===== src/include/reset_ctrl_pkg.sv =====
/*
  Constants for the analog die reset control block: register offset, cause
  field positions and reset timing. Assumes a 200 MHz core clock.
*/
package reset_ctrl_pkg;

  localparam int unsigned CLK_PERIOD_PS              = 5000;

  // Register map.
  localparam logic [7:0]  RESET_CAUSE_STATUS_OFFSET  = 8'h15;
  localparam logic [7:0]  RESET_CAUSE_STATUS_RESET   = 8'h01;

  // Cause field positions.
  localparam int unsigned POWER_ON_BIT               = 0;
  localparam int unsigned CORE_LOW_VOLT_BIT          = 1;
  localparam int unsigned IO_LOW_VOLT_BIT            = 2;
  localparam int unsigned SLEEP_WAKEUP_BIT           = 3;
  localparam int unsigned EXTERNAL_BIT               = 4;
  localparam int unsigned WATCHDOG_BIT               = 5;
  localparam int unsigned CAUSE_COUNT                = 6;

  // Timing, in nanoseconds as printed defaults, and derived cycle counts.
  localparam int unsigned RESET_EXTEND_TIME_NS       = 4000;
  localparam int unsigned EXTERNAL_RESET_FILTER_TIME_NS = 1000;
  localparam int unsigned RESET_EXTEND_CYCLES        =
    (RESET_EXTEND_TIME_NS * 1000 + CLK_PERIOD_PS - 1) / CLK_PERIOD_PS;
  localparam int unsigned FILTER_CYCLES              =
    (EXTERNAL_RESET_FILTER_TIME_NS * 1000 + CLK_PERIOD_PS - 1) / CLK_PERIOD_PS;

  localparam int unsigned COUNT_WIDTH                = 16;

  typedef enum logic [1:0] {
    MODE_NORMAL,
    MODE_STOP,
    MODE_SLEEP
  } power_mode_t;

endpackage


===== src/rtl/analog_die_reset_control.sv =====
/*
  Reset generation and reset cause recording for the analog die. Drives the
  shared active-low reset pin, filters it for external resets and keeps the
  clear-on-read cause register. Assumes condition inputs from the regulator
  monitors, the watchdog and the wake-up logic; asynchronous ones are
  synchronised here.
*/
// Overview of operation
// - Reset pin is driven low while any internal reset condition exists.
// - Reset pin level is watched to detect external resets.
// - Pin stays low a fixed extension time after internal conditions end.
// - Entering reset mode returns die registers to defaults, except cause and wake.
// - Only cause and wake-up source registers keep contents across reset.
// - Six distinct reset causes, one flag each.
// - Power-on flag set on low main supply or power-up.
// - Core regulator low voltage raises core low-voltage reset.
// - I/O regulator low voltage raises I/O low-voltage reset.
// - I/O low voltage shuts down core regulator.
// - Wake-up in sleep enters reset and records wake-up cause.
// - Pin low longer than filter time is an external reset; not detected in sleep mode.
// - External reset detection also works in stop mode.
// - Bad watchdog service gives watchdog reset and cause.
// - Cause register at 0x15, bits 5..0 causes, bits 7..6 zero.
// - Reading the cause register clears it; writes do nothing.
// - Low-voltage flags masked while power-on or wake-up flag set.
// - Stop-mode core low voltage or external reset enters reset directly.
module analog_die_reset_control
  import reset_ctrl_pkg::*;
(
  // Clock and reset
  input  wire logic       core_clk,
  input  wire logic       rst_n,
  // Condition inputs from monitors, asynchronous
  input  wire logic       main_supply_low,
  input  wire logic       core_low_volt,
  input  wire logic       io_low_volt,
  // Same-clock events
  input  wire logic       sleep_wakeup_event,
  input  wire logic       watchdog_fail,
  input  wire power_mode_t power_mode,
  // Shared reset pin, open drain
  input  wire logic       reset_pin_in,
  output logic            reset_pin_out,
  output logic            reset_pin_oe,
  // Register access port
  input  wire logic [7:0] reg_addr,
  input  wire logic       reg_read,
  input  wire logic       reg_write,
  input  wire logic [7:0] reg_wdata,
  output logic [7:0]      reg_rdata,
  // Control outputs
  output logic            core_regulator_shutdown,
  output logic            die_register_reset,
  output logic            reset_mode
);

  logic                   supply_sync_a;
  logic                   supply_sync_b;
  logic                   core_sync_a;
  logic                   core_sync_b;
  logic                   io_sync_a;
  logic                   io_sync_b;
  logic                   external_low;
  logic                   external_low_q;
  logic                   external_event;
  logic                   sleep_wake_reset;
  logic                   watchdog_pending;
  logic                   internal_active;
  logic [COUNT_WIDTH-1:0] extend_count;
  logic                   extending;
  logic                   reset_mode_q;
  logic [5:0]             cause;
  logic [5:0]             set_cause;
  logic                   read_cause;
  logic [7:0]             cause_view;

  // Monitor levels come from analog comparators, so two flops each.
  always_ff @(posedge core_clk or negedge rst_n) begin
    if (!rst_n) begin
      supply_sync_a <= 1'b0;
      supply_sync_b <= 1'b0;
      core_sync_a   <= 1'b0;
      core_sync_b   <= 1'b0;
      io_sync_a     <= 1'b0;
      io_sync_b     <= 1'b0;
    end else begin
      supply_sync_a <= main_supply_low;
      supply_sync_b <= supply_sync_a;
      core_sync_a   <= core_low_volt;
      core_sync_b   <= core_sync_a;
      io_sync_a     <= io_low_volt;
      io_sync_b     <= io_sync_a;
    end
  end

  // The filter sees the pin, including our own drive; self-driven lows
  // are excluded below so the die does not latch its own reset as external.
  low_level_filter #(
    .LIMIT     (FILTER_CYCLES)
  ) u_pin_filter (
    .core_clk  (core_clk),
    .rst_n     (rst_n),
    .pin_level (reset_pin_in),
    .held_low  (external_low)
  );

  always_ff @(posedge core_clk or negedge rst_n) begin
    if (!rst_n) begin
      external_low_q <= 1'b0;
    end else begin
      external_low_q <= external_low;
    end
  end

  // Sleep mode has no pin detection; normal and stop both detect.
  assign external_event = external_low && !external_low_q && !reset_pin_oe &&
                          (power_mode != MODE_SLEEP);

  assign sleep_wake_reset = sleep_wakeup_event && (power_mode == MODE_SLEEP);

  // The watchdog failure is a pulse, so it is held for one reset cycle.
  always_ff @(posedge core_clk or negedge rst_n) begin
    if (!rst_n) begin
      watchdog_pending <= 1'b0;
    end else begin
      watchdog_pending <= watchdog_fail;
    end
  end

  assign core_regulator_shutdown = io_sync_b;

  // Core low voltage also reads true during the shutdown that I/O low
  // voltage causes, which is why both flags can appear together.
  assign internal_active = supply_sync_b || core_sync_b || io_sync_b ||
                           watchdog_pending || sleep_wake_reset;

  // Reset extension counter, reloaded while any condition is present.
  always_ff @(posedge core_clk or negedge rst_n) begin
    if (!rst_n) begin
      extend_count <= COUNT_WIDTH'(RESET_EXTEND_CYCLES);
      extending    <= 1'b1;
    end else if (internal_active || external_event) begin
      extend_count <= COUNT_WIDTH'(RESET_EXTEND_CYCLES);
      extending    <= 1'b1;
    end else if (extend_count != '0) begin
      extend_count <= extend_count - COUNT_WIDTH'(1);
    end else begin
      extending    <= 1'b0;
    end
  end

  // Stop mode events go straight to reset with no intermediate state.
  always_ff @(posedge core_clk or negedge rst_n) begin
    if (!rst_n) begin
      reset_mode_q <= 1'b1;
    end else begin
      reset_mode_q <= internal_active || external_event || extending;
    end
  end

  assign reset_mode = reset_mode_q;

  // Open-drain pin: drive low only, enable high while driving.
  assign reset_pin_out = 1'b0;
  assign reset_pin_oe  = internal_active || extending;

  // The die's other registers take this as their synchronous clear; the
  // cause register here does not.
  assign die_register_reset = reset_mode_q;

  always_comb begin
    set_cause                    = '0;
    set_cause[POWER_ON_BIT]      = supply_sync_b;
    set_cause[CORE_LOW_VOLT_BIT] = core_sync_b;
    set_cause[IO_LOW_VOLT_BIT]   = io_sync_b;
    set_cause[SLEEP_WAKEUP_BIT]  = sleep_wake_reset;
    set_cause[EXTERNAL_BIT]      = external_event;
    set_cause[WATCHDOG_BIT]      = watchdog_pending;
  end

  assign read_cause = reg_read && (reg_addr == RESET_CAUSE_STATUS_OFFSET);

  // A set in the same cycle as the clearing read survives it.
  // Power-up leaves the power-on flag set through the async reset.
  always_ff @(posedge core_clk or negedge rst_n) begin
    if (!rst_n) begin
      cause <= RESET_CAUSE_STATUS_RESET[5:0];
    end else if (read_cause) begin
      cause <= set_cause;
    end else begin
      cause <= cause | set_cause;
    end
  end

  // Low-voltage flags are hidden, not cleared, while masked.
  always_comb begin
    cause_view = {2'b00, cause};
    if (cause[POWER_ON_BIT] || cause[SLEEP_WAKEUP_BIT]) begin
      cause_view[CORE_LOW_VOLT_BIT] = 1'b0;
      cause_view[IO_LOW_VOLT_BIT]   = 1'b0;
    end
  end

  // Writes are accepted on the port but store nothing.
  always_ff @(posedge core_clk or negedge rst_n) begin
    if (!rst_n) begin
      reg_rdata <= 8'h00;
    end else if (read_cause) begin
      reg_rdata <= cause_view;
    end else if (reg_read || reg_write) begin
      reg_rdata <= 8'h00;
    end
  end

endmodule


===== src/rtl/low_level_filter.sv =====
/*
  Synchronises a pin level and reports when it has been low for more than
  a given number of cycles. Assumes an asynchronous pin and one clock.
*/
module low_level_filter
  import reset_ctrl_pkg::*;
#(
  parameter int unsigned LIMIT = 4
) (
  // Clock and reset
  input  wire logic core_clk,
  input  wire logic rst_n,
  // Pin side
  input  wire logic pin_level,
  // Result
  output logic      held_low
);

  logic                   sync_a;
  logic                   sync_b;
  logic [COUNT_WIDTH-1:0] low_count;

  always_ff @(posedge core_clk or negedge rst_n) begin
    if (!rst_n) begin
      sync_a <= 1'b1;
      sync_b <= 1'b1;
    end else begin
      sync_a <= pin_level;
      sync_b <= sync_a;
    end
  end

  // The count saturates so that a long hold keeps the result asserted.
  always_ff @(posedge core_clk or negedge rst_n) begin
    if (!rst_n) begin
      low_count <= '0;
      held_low  <= 1'b0;
    end else if (sync_b) begin
      low_count <= '0;
      held_low  <= 1'b0;
    end else if (low_count > COUNT_WIDTH'(LIMIT)) begin
      held_low  <= 1'b1;
    end else begin
      low_count <= low_count + COUNT_WIDTH'(1);
    end
  end

endmodule


===== config.mk =====
export PLATFORM = sky130hd
export DESIGN_NAME = analog_die_reset_control
export DESIGN_NICKNAME = d
export VERILOG_FILES = /design/src/include/reset_ctrl_pkg.sv /design/src/rtl/analog_die_reset_control.sv /design/src/rtl/low_level_filter.sv
export SDC_FILE = /design/constraint.sdc
export NUM_CORES = 1
export LEC_CHECK = 0
export ABC_CLOCK_PERIOD_IN_PS = 2150
export BUFFER_PORTS_ARGS = -buffer_cell sky130_fd_sc_hd__clkbuf_2
export CAP_MARGIN = 20
export CORE_UTILIZATION = 56
export CTS_BUF_LIST = sky130_fd_sc_hd__clkbuf_16
export CTS_CLUSTER_SIZE = 20
export DETAILED_ROUTE_END_ITERATION = 10
export PLACE_DENSITY = 0.88
export SETUP_SLACK_MARGIN = 0.02
export SLEW_MARGIN = 10
export SYNTH_ARGS = -nofsm -noshare
export SYNTH_HDL_FRONTEND = slang
export SYNTH_SLANG_ARGS = --single-unit

===== constraint.sdc =====
create_clock -name core_clk -period 2.15 [get_ports core_clk]
set_input_delay 0.1075 -clock core_clk [delete_from_list [all_inputs] [get_ports core_clk]]
set_output_delay 0.1075 -clock core_clk [all_outputs]
set_load 0.005 [all_outputs]

==> impl.org <==
** Power
- VDD sags by at most approximately 550 uV.
- Power consumption :: roughly 2600 uW
- Power per Cell Area :: about 800 nW/um^2
- Leakage Power :: 0.001422 uW

** Synthesis
- EDFF count, synth :: 0
- Seq/Total Area, Yosys :: 0.5511
- The cell count after synthesis came out at approximately 230.
- For this run, the leading register cell type out of synthesis is sky130_fd_sc_hd__dfrtp_1.
- Yosys printed 0 warnings.
- The mapped netlist covers 2606 um^2.
- Dominant combinational cell family by area after synthesis :: simple AND/OR/NAND/NOR gates
- Synth area leader :: sky130_fd_sc_hd__dfrtp_1
- Syn_area_per_cell :: roughly 11 um^2
- Leading post-synthesis cells by cell area :: sky130_fd_sc_hd__dfrtp_1, sky130_fd_sc_hd__dfstp_2, sky130_fd_sc_hd__nor2_1
- Arithmetic-cell share of the synthesized area counting full adders, half adders and majority gates :: 0.01440
- The complex-gate fraction of the synthesized area was 0.1176.
- Of the post-synthesis cell area, the dominant cell type holds 0.4705.
- Share of the synthesized netlist area taken by xor and xnor gates :: 0.01344
- Share of synthesized registers carrying an async set or reset :: 1.000
- Unique cell type count in the Yosys netlist :: 53
- In this run, synthesis produced a sequential element count of 57.
- Simple-gate portion of the synthesized area :: 0.2295
- After synthesis, the share of cell area in mux cells is 0.03313.

** Detailed routing
- Initial drt markers :: 84
- Vias per std cell :: about 5.7
- The routed design has 4831 um of wire.
- DRC errors left :: 0
- Summing over every cut layer, the via total after detailed routing is about 1900.
- Wire length per cell :: approximately 15 um
- The first TritonRoute pass finished after 5 iterations.
- The detail route stage leaves a number of antenna-violating nets equal to 0.

** Die
- From left edge to right edge, the die measures between 70 and 80 um.
- Height of the chip :: between 70 and 80 um
- I/O pin total :: between 40 and 50
- Effective utilization at floorplan :: 0.5904
- Core region area :: between 4000 and 5000 um^2
- Total die area :: slightly below 5000 um^2
- Row generation in the floorplan step produced 24 rows.

** Placement
- Before CTS, the worst setup slack after placement is 252.5 ps.
- Post-DP Area :: approximately 2800 um^2
- Final GP Congestion :: between 0.7 and 0.8
- Detailed placer's ending HPWL :: 3179 um
- Port Buffers :: 29

** Worst setup path
- Slowest stage delay, CP :: 420 ps
- The critical path goes through inv_1, ha_1, nand2b_1, a211o_1, a21oi_1, mux2_2.
- At the worst endpoint, the arrival time is ~2100 ps.
- Along the worst path, the maximum fanout reaches 5.
- On the critical path, the stage with the largest delay is an instance of sky130_fd_sc_hd__dfrtp_1.
- Counting both buffers and inverters, the worst setup path holds a total of 1.
- On the critical path the largest part of the delay comes from compound AO/OA/AOI/OAI gates.
- Critical Path Start Type :: register
- Number of cells on the worst reg-to-reg path :: 6
- R2r endpoint :: u_pin_filter.low_count[0]$_DFFE_PN0P_
- The critical path is of the reg -> reg type.
- STA classifies the critical path endpoint as a register.
- The worst register-to-register path has a setup slack of ~220 ps.
- At the worst endpoint, the required time is ~2400 ps.
- Worst reg2reg path startpoint :: u_pin_filter.low_count[0]$_DFFE_PN0P_

** Final layout
- The final layout contains a little over 300 nets.
- After routing the design area is between 3000 and 4000 um^2.
- Layout Area Growth over Synthesis :: 20.55%
- The repair_antennas step left the layout with diodes totalling 0.
- Utilization after layout :: 0.7117
- Fraction of final layout cells sized beyond drive strength 1 :: 0.2740

** Clocking
- CTS tree :: built
- Clock-pin slew was measured on the worst setup and hold paths at 60 ps.
- The clock net in this run drives a total of 57 sinks.
- In this run the deepest clock path goes through 2 buffers.
- Htree depth :: 3
- Insertion delay of the later-clocked pin in the worst-skew pair :: 320 ps
- Root Buffer :: sky130_fd_sc_hd__clkbuf_16
- Total clock buffers created by CTS :: 9

** STA
- Fin crit share :: 0.8981
- Final worst slack :: approximately 220 ps
- Max frequency :: roughly 0.52 GHz
- Setup violations remaining at the end of the flow were counted as 0.
- Setup repair after global routing left no endpoint under its margin.
- Post-Route Setup TNS :: 0 ps
- Worst Skew :: 9.589 ps
- Worst Max-Slew Pin Slew :: around 680 ps
- The final max-slew violation count came to 0.
- Final number of hold-violating endpoints :: 0
- Counting I/O delays and the setup requirement, the final critical path takes between 1500 and 2000 ps.
- The worst pin sits at a relative slew slack of 0.5450.

** Hold path
- Class of the tightest hold or removal check :: in -> reg
- Worst Hold Depth :: 3
- In this run the most critical hold path is launched from sleep_wakeup_event.
- End of the worst hold path :: cause[3]$_DFF_PN0_

** Global route
- Global routing finished with a remaining overflow of 0.
- Number of antenna violations at the first check in global routing :: 0
- Wire length of the first global-routing pass :: 8445 um
- Largest net degree at the start of global routing :: between 50 and 60
- The number of global-route vias before repair was 1867.
- For this run, the total global-route usage over all layers was measured as 0.2213.

** Flow run
- Number of max-cap violations :: 0

** Status
- The run finished with clean final reports.
==> metrics by stage <==
stage	instances	hold WS, ps
6_report	333	156.4
5_1_grt	333	165.8
4_1_cts	333	138.5
3_5_place_dp	311	208.4
3_3_place_gp	311	194.6
2_1_floorplan	236	-188.1
==> cells in the final DEF (no fill, tap or decap), types with 3 or more instances in the layout <==
cell,instances
sky130_fd_sc_hd__a211oi_1,5
sky130_fd_sc_hd__a21o_1,4
sky130_fd_sc_hd__a21oi_1,12
sky130_fd_sc_hd__a22o_1,6
sky130_fd_sc_hd__buf_4,4
sky130_fd_sc_hd__clkbuf_16,9
sky130_fd_sc_hd__clkbuf_2,29
sky130_fd_sc_hd__conb_1,3
sky130_fd_sc_hd__dfrtp_1,49
sky130_fd_sc_hd__dfstp_2,8
sky130_fd_sc_hd__dlygate4sd3_1,6
sky130_fd_sc_hd__ha_1,3
sky130_fd_sc_hd__inv_1,10
sky130_fd_sc_hd__inv_6,4
sky130_fd_sc_hd__mux2_2,4
sky130_fd_sc_hd__mux2i_1,3
sky130_fd_sc_hd__nand2_1,15
sky130_fd_sc_hd__nand2b_1,5
sky130_fd_sc_hd__nand3_1,6
sky130_fd_sc_hd__nand3b_1,3
sky130_fd_sc_hd__nand4_1,5
sky130_fd_sc_hd__nor2_1,24
sky130_fd_sc_hd__nor2b_1,13
sky130_fd_sc_hd__nor4_2,6
sky130_fd_sc_hd__o31ai_1,3
==> state kept, by name (all words and copies together), names as in the netlist, 6 cells and up <==
| signal | flops |
|---|---|
| cause | 6 |
| extend_count | 16 |
| u_pin_filter.low_count | 16 |
| reg_rdata | 6 |
==> cell families (layout without fill, tap and decap cells) <==
kind of cell | count (synthesis) | count (layout)
other cells | 1 | 3
flops | 57 | 57
simple gates | 98 | 98
compound gates | 43 | 43
xor+xnor | 4 | 4
mux | 8 | 8
buf+inv | 20 | 65
fa+ha+maj | 3 | 3
==> power breakdown <==
part / internal, uW / leakage (uW) / total [uW] / switching [uW]
sequential: 1090 / 0.000728 / 1110 / 21.1
combinational: 51.7 / 0.000560 / 119 / 67.2
clock: 796 / 0.000133 / 1330 / 532
==> routing by layer <==
metal | up-vias | track usage | share of wire
met5 | - | 0 | 0
met4 | 0 | 0.1000 | 0.0087
met3 | 6 | 0.06782 | 0.037
met2 | 48 | 0.3481 | 0.51
met1 | 933 | 0.2806 | 0.45
li1 | 919 | - | -
==> Yosys cell counts (all sizes together) (2+ instances only) <==
library cell	count
dfrtp	49
nor2	24
nand2	15
a21oi	13
nor2b	13
inv	10
dfstp	8
nor4	8
buf	7
a22o	6
nand3	6
nand4	6
a211oi	5
mux2	5
nand2b	5
a21o	4
and3	4
o21ai	4
clkbuf	3
ha	3
mux2i	3
nand3b	3
nor3b	3
o31ai	3
and2	2
nor3	2
o2111ai	2
xnor2	2
xor2	2
==> timing repair <==
| item | CTS | global route |
|---|---|---|
| resized for setup | 0 | 1 |
| hold endpoints to repair | 54 | 0 |
| hold buffers | 6 | 0 |
| setup endpoints to repair | 0 | 1 |
| buffers inserted | 0 | 0 |
==> layout make-up <==
cell class,count,area [um^2]
Sequential cell,57,1436
Timing Repair Buffer,39,235.2
Fill cell,301,1272
Clock buffer,9,225.2
Inverter,10,37.54
Multi-Input combinational cell,159,1084
Tap cell,52,65.06
Clock inverter,7,58.81
==> worst min-delay path, stage by stage <==
cell	delay (ps)
sky130_fd_sc_hd__clkbuf_2	80
sky130_fd_sc_hd__nand3b_1	160
sky130_fd_sc_hd__nand2_1	90
==> worst max-delay path by stage <==
stage / start / endpoint / slack [ps] / cells past startpoint
global placement: extend_count[0]$_DFFE_PN0P_ / extend_count[5]$_DFFE_PN1P_ / 280 / 6
detailed placement: extend_count[0]$_DFFE_PN0P_ / extend_count[7]$_DFFE_PN0P_ / 250 / 6
CTS: extend_count[0]$_DFFE_PN0P_ / extend_count[7]$_DFFE_PN0P_ / 210 / 6
finish: u_pin_filter.low_count[0]$_DFFE_PN0P_ / u_pin_filter.low_count[0]$_DFFE_PN0P_ / 220 / 6
floorplan: u_pin_filter.low_count[0]$_DFFE_PN0P_ / u_pin_filter.low_count[3]$_DFFE_PN0P_ / 470 / 6
global route: u_pin_filter.low_count[0]$_DFFE_PN0P_ / u_pin_filter.low_count[0]$_DFFE_PN0P_ / 90 / 6
Note: power is estimated with default switching activity, not from simulation.
